$ cat src/common/sdirc_pkg.sv
/*
 * Shared constants, encodings and the top-level state record of the reclocker control block.
 * Assumes a 100 MHz system clock; all times below are turned into cycle counts at that rate.
 */
`default_nettype none
package sdirc_pkg;
    localparam int CLK_PERIOD_NS = 10;
    localparam int ACQ_TIME_MS = 15;
    localparam int ACQ_CYCLES = ACQ_TIME_MS * 1000000 / CLK_PERIOD_NS;
    localparam int LOS_TIME_MS = 1;
    localparam int LOS_CYCLES = LOS_TIME_MS * 1000000 / CLK_PERIOD_NS;
    localparam int CLASS_DELAY_NS = 37;
    localparam int CLASS_DELAY_CYCLES = (CLASS_DELAY_NS + CLK_PERIOD_NS - 1) / CLK_PERIOD_NS;
    localparam int CLK_ALIGN_PCT = 10;
    localparam logic [3:0] RATE_QUAL_LAST = 4'hf;
    localparam logic [2:0] CLASS_DELAY_LAST = 3'(CLASS_DELAY_CYCLES - 1);
    localparam logic QUIET_TRUE = 1'h0;
    localparam logic QUIET_COMP = 1'h1;

    typedef logic [20:0] sdirc_tmr_t;

    typedef enum logic [1:0] {
        RATE_AUTO = 2'b00,
        RATE_SD = 2'b01,
        RATE_HD = 2'b10,
        RATE_TEST = 2'b11
    } sdirc_rate_sel_t;

    typedef enum logic [2:0] {
        DET_NONE = 3'b000,
        DET_270 = 3'b001,
        DET_1483 = 3'b010,
        DET_1485 = 3'b011,
        DET_2967 = 3'b100,
        DET_2970 = 3'b101,
        DET_HARMONIC = 3'b110,
        DET_OTHER = 3'b111
    } sdirc_det_rate_t;

    typedef enum logic [1:0] {
        ST_IDLE = 2'b00,
        ST_ACQUIRE = 2'b01,
        ST_LOCKED = 2'b10,
        ST_FORCED = 2'b11
    } sdirc_lock_state_t;

    typedef struct packed {
        sdirc_lock_state_t state;
        sdirc_tmr_t acq_cnt;
        sdirc_tmr_t los_cnt;
        logic [2:0] det_prev;
        logic [3:0] qual_cnt;
        logic [2:0] class_cnt;
        logic serial_prev;
        logic active;
        logic locked;
        logic rate_class;
        logic acq_restart;
        logic test_mode;
        logic prim_true;
        logic prim_comp;
        logic sec_true;
        logic sec_comp;
        logic sample_valid;
    } sdirc_state_t;

    localparam sdirc_state_t STATE_RESET = '{
        state: ST_IDLE, acq_cnt: 21'h0, los_cnt: 21'h0, det_prev: 3'h0, qual_cnt: 4'h0,
        class_cnt: 3'h0, serial_prev: 1'h0, active: 1'h0, locked: 1'h0, rate_class: 1'h0,
        acq_restart: 1'h0, test_mode: 1'h0, prim_true: QUIET_TRUE, prim_comp: QUIET_COMP,
        sec_true: QUIET_TRUE, sec_comp: QUIET_COMP, sample_valid: 1'h0
    };
endpackage
`default_nettype wire

$ cat src/common/sdirc_stream_if.sv
/*
 * Half-bit sample stream between the clock-recovery side and the output stage.
 * Assumes both ends run on the system clock.
 */
`timescale 1ns/1ns
`default_nettype none
interface sdirc_stream_if;
    logic valid;
    logic ready;
    logic data_bit;
    logic half_bit;
    modport src (output valid, output data_bit, output half_bit, input ready);
    modport snk (input valid, input data_bit, input half_bit, output ready);
endinterface
`default_nettype wire

$ cat src/sdirc_pin_sync.sv
/*
 * Two-flop synchroniser for a group of asynchronous pins.
 * Assumes each bit is an independent level; the detected-rate code is qualified downstream, the rate select code is not.
 */
`timescale 1ns/1ns
`default_nettype none
module sdirc_pin_sync #(
    parameter int WIDTH = 10
) (
    input wire logic clk_sys_in,
    input wire logic rst_b_in,
    input wire logic [WIDTH-1:0] pins_in,
    output logic [WIDTH-1:0] pins_out
);
    typedef struct packed {
        logic [WIDTH-1:0] stage1;
        logic [WIDTH-1:0] stage2;
    } sdirc_sync_t;

    sdirc_sync_t s;
    sdirc_sync_t next_s;

    always_comb begin
        next_s.stage1 = pins_in;
        next_s.stage2 = s.stage1;
    end

    always_ff @(posedge clk_sys_in) begin
        if (!rst_b_in) begin
            s <= '0;
        end else begin
            s <= next_s;
        end
    end

    assign pins_out = s.stage2;
endmodule // sdirc_pin_sync
`default_nettype wire

$ cat src/sdirc_reclocker_ctrl.sv
/*
 * Control logic of a serial video reclocker: rate qualification, lock indication, bypass,
 * second-output selection and output silencing, with a two-entry buffer on the retimed path.
 * Assumes an analog clock-recovery front end reporting lock and a detected-rate code, and
 * delivering retimed half-bit samples on the system clock; pins arrive asynchronously.
 */
`timescale 1ns/1ns
`default_nettype none
// Operation
// - recognise and retime only 270, 1483, 1485, 2967 and 2970 Mbps streams
// - never declare lock on harmonics of a supported rate
// - at 143, 177, 360, 540 Mbps stay unlocked and bypass automatically
// - second output carries recovered clock when clock select high, data copy when low
// - undriven clock select reads low, so second output carries data by default
// - clock rising edge lies within a tenth of a period of the bit centre
// - low quiet input silences both outputs regardless of clock select
// - bypass with second output in clock mode silences the second output too
// - silenced output holds true and complement legs at fixed opposite levels
// - unsupported rate in auto bypass with clock mode gives undefined second output
// - rate select 00 auto, 01 fixed 270 Mbps, 10 fixed HD and 3G rates
// - undriven rate select pins read low, giving automatic detection
// - reclock 8B10B transport data at 270 Mbps in fixed or automatic mode
// - rate select also enters the manufacturer test mode
// - lock indicator high only with valid input present and loop locked
// - forced skip of retiming keeps lock indicator low
// - silencing takes priority over bypass
// - undriven quiet input reads high, outputs enabled by default
// - forced skip passes data unretimed; otherwise bypass when unlocked or unsupported
// - rate class high for 270 Mbps, low for HD/3G, low whenever unlocked
// - lock indicator asserted within the maximum acquisition time from first transition
module sdirc_reclocker_ctrl #(
    parameter int ACQ_LIMIT = sdirc_pkg::ACQ_CYCLES,
    parameter int LOS_LIMIT = sdirc_pkg::LOS_CYCLES
) (
    input wire logic clk_sys_in,
    input wire logic rst_b_in,
    input wire logic serial_in,
    input wire logic cdr_lock_in,
    input wire logic [2:0] cdr_rate_in,
    input wire logic outputs_quiet_n_in,
    input wire logic retime_skip_force_in,
    input wire logic second_output_clock_select_in,
    input wire logic [1:0] rate_select_in,
    input wire logic recovered_bit_in,
    input wire logic recovered_half_in,
    input wire logic recovered_valid_in,
    output logic recovered_ready_out,
    input wire logic driver_ready_in,
    output logic primary_serial_out_true_out,
    output logic primary_serial_out_comp_out,
    output logic second_serial_out_true_out,
    output logic second_serial_out_comp_out,
    output logic sample_valid_out,
    output logic lock_indicator_out,
    output logic rate_class_indicator_out,
    output logic acq_restart_out,
    output logic test_mode_out
);
    localparam int PIN_W = 10;

    sdirc_pkg::sdirc_state_t s;
    sdirc_pkg::sdirc_state_t next_s;

    logic [PIN_W-1:0] pins_raw;
    logic [PIN_W-1:0] pins;
    logic pin_serial;
    logic pin_cdr_lock;
    sdirc_pkg::sdirc_det_rate_t pin_rate;
    logic pin_quiet_n;
    logic pin_force;
    logic pin_clk_sel;
    sdirc_pkg::sdirc_rate_sel_t pin_mode;

    logic rx_edge;
    logic rate_ok;
    logic rate_qualified;
    logic bypass;
    logic buf_pop;
    logic drive_prim;
    logic drive_sec;
    logic prim_bit;
    logic sec_bit;
    logic prim_quiet;
    logic sec_quiet;

    sdirc_stream_if into_buf ();
    sdirc_stream_if from_buf ();

    assign pins_raw = {serial_in, cdr_lock_in, cdr_rate_in, outputs_quiet_n_in,
                       retime_skip_force_in, second_output_clock_select_in, rate_select_in};

    sdirc_pin_sync #(
        .WIDTH(PIN_W)
    ) u_pin_sync (
        .clk_sys_in(clk_sys_in),
        .rst_b_in(rst_b_in),
        .pins_in(pins_raw),
        .pins_out(pins)
    );

    assign pin_serial = pins[9];
    assign pin_cdr_lock = pins[8];
    assign pin_rate = sdirc_pkg::sdirc_det_rate_t'(pins[7:5]);
    // pad pull-up on the quiet pin: an open pin arrives high and leaves outputs live
    assign pin_quiet_n = pins[4];
    assign pin_force = pins[3];
    // pad pull-downs: an open pin arrives low, selecting data on the second output
    assign pin_clk_sel = pins[2];
    // and automatic rate detection on the selector
    assign pin_mode = sdirc_pkg::sdirc_rate_sel_t'(pins[1:0]);

    // rate acceptance per selector setting; 11 is treated exactly like automatic detection
    function automatic logic rate_allowed(input sdirc_pkg::sdirc_rate_sel_t mode,
                                          input sdirc_pkg::sdirc_det_rate_t det);
        logic sd_rate;
        logic hd_rate;
        sd_rate = (det == sdirc_pkg::DET_270);
        hd_rate = (det == sdirc_pkg::DET_1483) || (det == sdirc_pkg::DET_1485) ||
                  (det == sdirc_pkg::DET_2967) || (det == sdirc_pkg::DET_2970);
        case (mode)
            sdirc_pkg::RATE_SD: rate_allowed = sd_rate;
            sdirc_pkg::RATE_HD: rate_allowed = hd_rate;
            default: rate_allowed = sd_rate || hd_rate;
        endcase
    endfunction

    // harmonic and foreign rates (143/177/360/540) never qualify
    assign rate_ok = pin_cdr_lock && rate_allowed(pin_mode, pin_rate);
    // the rate code crosses as separate bits, so it must hold still before it counts
    assign rate_qualified = rate_ok && (s.qual_cnt == sdirc_pkg::RATE_QUAL_LAST);
    assign rx_edge = pin_serial ^ s.serial_prev;

    // retimed samples from the front end are on this clock, so they enter the buffer directly
    assign into_buf.valid = recovered_valid_in;
    assign into_buf.data_bit = recovered_bit_in;
    assign into_buf.half_bit = recovered_half_in;
    assign recovered_ready_out = into_buf.ready;

    sdirc_skid_buf u_skid_buf (
        .clk_sys_in(clk_sys_in),
        .rst_b_in(rst_b_in),
        .fill(into_buf.snk),
        .drain(from_buf.src)
    );

    // unlocked or forced means bypass; while bypassed the buffer is drained and discarded
    assign bypass = !s.locked;
    assign from_buf.ready = bypass || driver_ready_in;
    assign buf_pop = from_buf.valid && from_buf.ready;
    assign drive_prim = bypass || buf_pop;

    // second output: half flag is low for the first half of a bit, so the rising edge sits at the centre
    always_comb begin
        if (bypass) begin
            prim_bit = pin_serial;
            sec_bit = pin_serial;
        end else begin
            prim_bit = from_buf.data_bit;
            sec_bit = pin_clk_sel ? from_buf.half_bit : from_buf.data_bit;
        end
    end

    // silencing wins over bypass; clock mode under bypass is silenced, which also covers
    // the undefined clock an unsupported rate would otherwise produce
    assign prim_quiet = !pin_quiet_n;
    assign sec_quiet = !pin_quiet_n || (bypass && pin_clk_sel);
    assign drive_sec = drive_prim;

    always_comb begin
        next_s = s;
        next_s.acq_restart = 1'h0;
        next_s.sample_valid = 1'h0;
        next_s.serial_prev = pin_serial;
        next_s.test_mode = (pin_mode == sdirc_pkg::RATE_TEST);
        next_s.det_prev = pin_rate;

        // input activity: any transition within the loss window counts as valid data present
        if (rx_edge) begin
            next_s.active = 1'h1;
            next_s.los_cnt = 21'h0;
        end else if (s.los_cnt == sdirc_pkg::sdirc_tmr_t'(LOS_LIMIT - 1)) begin
            next_s.active = 1'h0;
        end else begin
            next_s.los_cnt = s.los_cnt + 21'h1;
        end

        if (rate_ok && (pin_rate == s.det_prev)) begin
            if (s.qual_cnt != sdirc_pkg::RATE_QUAL_LAST) begin
                next_s.qual_cnt = s.qual_cnt + 4'h1;
            end
        end else begin
            next_s.qual_cnt = 4'h0;
        end

        case (s.state)
            sdirc_pkg::ST_IDLE: begin
                if (pin_force) begin
                    next_s.state = sdirc_pkg::ST_FORCED;
                end else if (rx_edge) begin
                    next_s.state = sdirc_pkg::ST_ACQUIRE;
                    next_s.acq_cnt = 21'h0;
                end
            end
            sdirc_pkg::ST_ACQUIRE: begin
                if (pin_force) begin
                    next_s.state = sdirc_pkg::ST_FORCED;
                end else if (!s.active) begin
                    next_s.state = sdirc_pkg::ST_IDLE;
                end else if (rate_qualified) begin
                    next_s.state = sdirc_pkg::ST_LOCKED;
                end else if (s.acq_cnt == sdirc_pkg::sdirc_tmr_t'(ACQ_LIMIT - 1)) begin
                    // no lock inside the acquisition budget: kick the loop into a fresh search
                    next_s.acq_restart = 1'h1;
                    next_s.acq_cnt = 21'h0;
                end else begin
                    next_s.acq_cnt = s.acq_cnt + 21'h1;
                end
            end
            sdirc_pkg::ST_LOCKED: begin
                if (pin_force) begin
                    next_s.state = sdirc_pkg::ST_FORCED;
                end else if (!s.active) begin
                    next_s.state = sdirc_pkg::ST_IDLE;
                end else if (!rate_ok || (pin_rate != s.det_prev)) begin
                    next_s.state = sdirc_pkg::ST_ACQUIRE;
                    next_s.acq_cnt = 21'h0;
                end
            end
            sdirc_pkg::ST_FORCED: begin
                if (!pin_force) begin
                    next_s.state = sdirc_pkg::ST_IDLE;
                end
            end
            default: begin
                next_s.state = sdirc_pkg::ST_IDLE;
            end
        endcase

        // lock only in the locked state, which needs activity, loop lock and no forced skip
        next_s.locked = (next_s.state == sdirc_pkg::ST_LOCKED);

        // class follows lock after a settle delay; it drops at once when lock goes
        if (!next_s.locked) begin
            next_s.rate_class = 1'h0;
            next_s.class_cnt = 3'h0;
        end else if (s.class_cnt != sdirc_pkg::CLASS_DELAY_LAST) begin
            next_s.class_cnt = s.class_cnt + 3'h1;
        end else begin
            // 8B10B transport at 270 locks like any other 270 stream, fixed or automatic
            next_s.rate_class = (pin_rate == sdirc_pkg::DET_270);
        end

        if (drive_prim) begin
            next_s.sample_valid = 1'h1;
            next_s.prim_true = prim_bit;
            next_s.prim_comp = ~prim_bit;
        end
        if (drive_sec) begin
            next_s.sec_true = sec_bit;
            next_s.sec_comp = ~sec_bit;
        end
        if (prim_quiet) begin
            next_s.prim_true = sdirc_pkg::QUIET_TRUE;
            next_s.prim_comp = sdirc_pkg::QUIET_COMP;
        end
        if (sec_quiet) begin
            next_s.sec_true = sdirc_pkg::QUIET_TRUE;
            next_s.sec_comp = sdirc_pkg::QUIET_COMP;
        end
    end

    always_ff @(posedge clk_sys_in) begin
        if (!rst_b_in) begin
            s <= sdirc_pkg::STATE_RESET;
        end else begin
            s <= next_s;
        end
    end

    assign primary_serial_out_true_out = s.prim_true;
    assign primary_serial_out_comp_out = s.prim_comp;
    assign second_serial_out_true_out = s.sec_true;
    assign second_serial_out_comp_out = s.sec_comp;
    assign sample_valid_out = s.sample_valid;
    assign lock_indicator_out = s.locked;
    assign rate_class_indicator_out = s.rate_class;
    assign acq_restart_out = s.acq_restart;
    assign test_mode_out = s.test_mode;
endmodule // sdirc_reclocker_ctrl
`default_nettype wire

$ cat src/sdirc_skid_buf.sv
/*
 * Two-entry sample buffer with valid/ready on both sides.
 * Assumes the drain side may stall indefinitely; ready upstream drops only when both entries hold data.
 */
`timescale 1ns/1ns
`default_nettype none
module sdirc_skid_buf (
    input wire logic clk_sys_in,
    input wire logic rst_b_in,
    sdirc_stream_if.snk fill,
    sdirc_stream_if.src drain
);
    typedef struct packed {
        logic [1:0][1:0] entry;
        logic wptr;
        logic rptr;
        logic [1:0] count;
    } sdirc_buf_t;

    sdirc_buf_t s;
    sdirc_buf_t next_s;
    logic push;
    logic pop;

    assign fill.ready = (s.count != 2'h2);
    assign drain.valid = (s.count != 2'h0);
    assign drain.data_bit = s.entry[s.rptr][1];
    assign drain.half_bit = s.entry[s.rptr][0];
    assign push = fill.valid && fill.ready;
    assign pop = drain.valid && drain.ready;

    always_comb begin
        next_s = s;
        if (push) begin
            next_s.entry[s.wptr] = {fill.data_bit, fill.half_bit};
            next_s.wptr = ~s.wptr;
        end
        if (pop) begin
            next_s.rptr = ~s.rptr;
        end
        case ({push, pop})
            2'b10: next_s.count = s.count + 2'h1;
            2'b01: next_s.count = s.count - 2'h1;
            default: next_s.count = s.count;
        endcase
    end

    always_ff @(posedge clk_sys_in) begin
        if (!rst_b_in) begin
            s <= '0;
        end else begin
            s <= next_s;
        end
    end
endmodule // sdirc_skid_buf
`default_nettype wire

$ cat config.mk
export PLATFORM = sky130hd
export DESIGN_NAME = sdirc_reclocker_ctrl
export DESIGN_NICKNAME = d
export VERILOG_FILES = /design/src/common/sdirc_pkg.sv /design/src/common/sdirc_stream_if.sv /design/src/sdirc_pin_sync.sv /design/src/sdirc_reclocker_ctrl.sv /design/src/sdirc_skid_buf.sv
export SDC_FILE = /design/constraint.sdc
export NUM_CORES = 1
export LEC_CHECK = 0
export BUFFER_PORTS_ARGS = -buffer_cell sky130_fd_sc_hd__buf_2
export CAP_MARGIN = 20
export CORE_MARGIN = 3
export CORE_UTILIZATION = 55
export CTS_CLUSTER_DIAMETER = 50
export CTS_CLUSTER_SIZE = 8
export DETAILED_ROUTE_END_ITERATION = 8
export GPL_TIMING_DRIVEN = 0
export PLACE_DENSITY = 0.73
export SLEW_MARGIN = 20
export SYNTH_ARGS = -nofsm -noshare
export SYNTH_HDL_FRONTEND = slang
export SYNTH_SLANG_ARGS = --single-unit
$ cat constraint.sdc
create_clock -name clk_sys_in -period 2.9 [get_ports clk_sys_in]
set_clock_uncertainty 0.15 [all_clocks]
set_input_delay 0.145 -clock clk_sys_in [delete_from_list [all_inputs] [get_ports clk_sys_in]]
set_output_delay 0.145 -clock clk_sys_in [all_outputs]
set_load 0.01 [all_outputs]
==> impl_metrics.tcl <==
set metrics [dict create \
    insertion_delay_ps 370 \
    cts_tree "done" \
    start_util_pct 58.7 \
    syn-cell-area_sq_um 4400 \
    synthAdderAreaFrac_pct 3.70 \
    synth_xor_area_share_pct 4.98 \
    synth.distinct_cells 65 \
    place_congestion 1.01 \
    synth_top_family_by_area "simple AND/OR/NAND/NOR gates" \
    dpl_cell_area_sq_um 4640 \
    fillers 615 \
    wl_mm 10.3 \
    max_freq_ghz 0.367 \
    critPathLaunchType "flip-flop" \
    io_pins 26 \
    cts_inserted_buffers 9 \
    core-area_sq_um 7490 \
    worst_slew_pin_slew_ps 865 \
    pre_cts_slack_ps -2.68 \
    viasPerCell 6.04 \
    crit_family "compound AO/OA/AOI/OAI gates" \
    grt_pass1_vias 3685 \
    powerDensity_nw_per_um2 638 \
    yosys_register_bits 93 \
    power.leakage_nw 1.86 \
    cts.clk_slew.worst_paths_ps 100 \
    critPathBufInv 3 \
    syn_inst 488 \
    post_synth.cell_area_avg_sq_um 9.01 \
    crit_chain "inv_1 > ha_1 > o21a_1 > o31a_1 > and4_1 > buf_2 > buf_2 > o41ai_1 > a211oi_1" \
    die_h_microns 95.4 \
    cp_common_cell "buf_2" \
    post_drt_wl_per_cell_microns 16.1 \
    drt_iter0_drc 249 \
    yosysSeqAreaShare_pct 42.3 \
    clockBufferDepth 2 \
    whs_ps 73.6 \
    endpoint_kind "flip-flop" \
    synth_fp_nets 517 \
    setup_slack_ps 175 \
    cp_max_fo 10 \
    grt_pass1_wl_mm 17.3 \
    fp.dieW_microns 95.4 \
    die-area_sq_um 9100 \
    dp_hpwl_mm 6.94 \
    ir_drop_mv 0.581 \
    fin_crit_sh_pct 94.0 \
    path_class "reg -> reg" \
    finalSetupTns_ps 0 \
    synth_ff_type "dfxtp_1" \
    grt_max_degree 19 \
    hold_class "in -> reg" \
    grtUsageTotal_pct 24.1 \
    hold_violations 0 \
    antenna_cells 0 \
    maxCapViolCount 0 \
    antenna_found_initial 0 \
    synth-edff-count 0 \
    cts_sinks 93 \
    crit_path_top_delay_cell "o41ai_1" \
    cpPeakStageDelay_ps 420 \
    synthArstFlopShare_pct 0 \
    fin_nets 565 \
    period_minus_slack_ps 2720 \
    cp.arrival_ps 2810 \
    drive_above_1_share_pct 11.1 \
    slew_viol_final 0 \
    critical_path_required_ps 2990 \
    synthMuxAreaShare_pct 1.62 \
    cts_max_level 3 \
    drtAntennaViolNets 0 \
    root_buffer "clkbuf_8" \
    synthSimpleGateAreaFrac_pct 27.5 \
    dr.pass1.iters 5 \
    area_growth_pct 13.9 \
    status "finished, final reports clean" \
    synth_compound_area_share_pct 16.7 \
    vias 3867 \
    portBuffers 24 \
    rsz0062_at_grt "no" \
    yosys_warnings 0 \
    slew_headroom_pct 41.9 \
    grt-ovfl-total 0 \
    fin_area_sq_um 5010 \
    rows 31 \
    drc 0 \
    setup_viol 0 \
]
routing by layer:
metal	global-route usage, %	wire, microns
met1	30.1	4600
met2	40.2	4910
met4	9.72	294
met5	0	0
met3	5.60	495
cell type report:
type                            count  area, sq um  area share (%)
Inverter                           14         52.6            1.05
Tap cell                           99          124            2.47
Sequential cell                    93         1860            37.2
Multi-Input combinational cell    361         2420            48.4
Clock buffer                        9          124            2.47
Clock inverter                      7         86.3            1.72
Buffer                             20         87.6            1.75
Timing Repair Buffer               37          248            4.95
flip-flops by register name, indices dropped and copies added, names as in the netlist:
register and count:
acq_restart_out 1, lock_indicator_out 1, primary_serial_out_comp_out 1, primary_serial_out_true_out 1, rate_class_indicator_out 1, s 56
sample_valid_out 1, second_serial_out_comp_out 1, second_serial_out_true_out 1, test_mode_out 1, u_pin_sync.next_s 10, u_pin_sync.pins_out 10
u_skid_buf.s 8
logic make-up after synthesis:
logic type | count (synthesis)
muxes | 7
buffers and inverters | 34
adders and majority gates | 13
xor gates and xnor gates | 25
and+or+nand+nor | 216
AOI/OAI and AO/OA | 100
DFF | 93
repair_timing:
item,in CTS,in global routing
hold buffers,12,0
endpoints found under the hold margin,14,0
pin swaps,0,1
setup endpoints to repair,2,20
resized for setup,1,4
buffers inserted,0,1
synthesized netlist by cell type (all sizes together) (3+ instances only):
library cell	number	share of area [%]
nand3	19	2.2
o41ai	10	2.4
o21a	5	0.85
o31a	3	0.60
o31ai	5	0.97
buf	5	0.71
a21oi	22	2.6
or3	8	1.1
dfxtp	93	42
a2111oi	5	1.0
and4	8	1.6
o22ai	4	0.57
ha	13	3.7
and2	31	4.4
inv	14	1.2
nor2	46	3.9
and3	8	1.1
or4	6	1.2
nand4	16	2.3
nand4b	5	1.0
xor2	18	3.6
a31oi	9	1.3
o32ai	3	0.60
o21ba	3	0.68
xnor2	7	1.4
nor4	8	1.3
mux2i	6	1.4
nor3	18	2.2
nand2b	5	0.71
nand2	28	2.4
o21ai	9	1.0
a211oi	7	1.2
clkbuf	15	1.3
cell usage in the layout, fill, tap and decap left out, drive strengths merged, types with 3 or more instances in the layout:
| master | n |
|---|---|
| o41ai | 10 |
| o21ai | 9 |
| inv | 18 |
| o32ai | 3 |
| mux2i | 6 |
| nand4b | 5 |
| a2111oi | 5 |
| a21oi | 22 |
| a31oi | 9 |
| a211oi | 7 |
| and2 | 31 |
| buf | 30 |
| nor4 | 8 |
| and4 | 8 |
| clkbuf | 24 |
| and3 | 8 |
| or4 | 6 |
| xor2 | 18 |
| xnor2 | 7 |
| o22ai | 4 |
| o21ba | 3 |
| o31a | 3 |
| or3 | 8 |
| dfxtp | 93 |
| nand3 | 19 |
| dlygate4sd3 | 12 |
| nand2 | 28 |
| nor2 | 46 |
| nor3 | 18 |
| o21a | 5 |
| nand4 | 16 |
| nand2b | 5 |
| ha | 13 |
| o31ai | 5 |
final timing paths:
| check | start | end | slack [ps] | cells after the start |
|---|---|---|---|---|
| max | u_pin_sync.pins_out[0] | s[60] | 180 | 9 |
| min | recovered_valid_in | u_skid_buf.s[7] | 70 | 4 |
| max reg2reg | u_pin_sync.pins_out[0] | s[60] | 180 | 9 |
| min reg2reg | u_pin_sync.next_s[5] | u_pin_sync.pins_out[5] | 290 | 1 |
where the power goes:
group | total [mW] | switching (mW) | internal [mW]
combinational | 0.813 | 0.502 | 0.311
clock | 0.928 | 0.510 | 0.418
sequential | 1.45 | 0.0912 | 1.36
total | 3.19 | 1.10 | 2.09
tightest hold or removal path, delay by kind of cell:
kind	cells	cell delay, ps
muxes	1	90
and+or+nand+nor	2	210
buffers and inverters	1	120
per-stage QoR:
step	cells	utilization (%)	total power, mW
after global placement	611	62.0	2.20
after CTS	639	66.5	3.17
final	640	66.9	3.19
after global routing	640	66.9	3.36
after detailed placement	611	62.0	2.23
after floorplan	488	-	2.03
(Power assumes the default switching activity.)
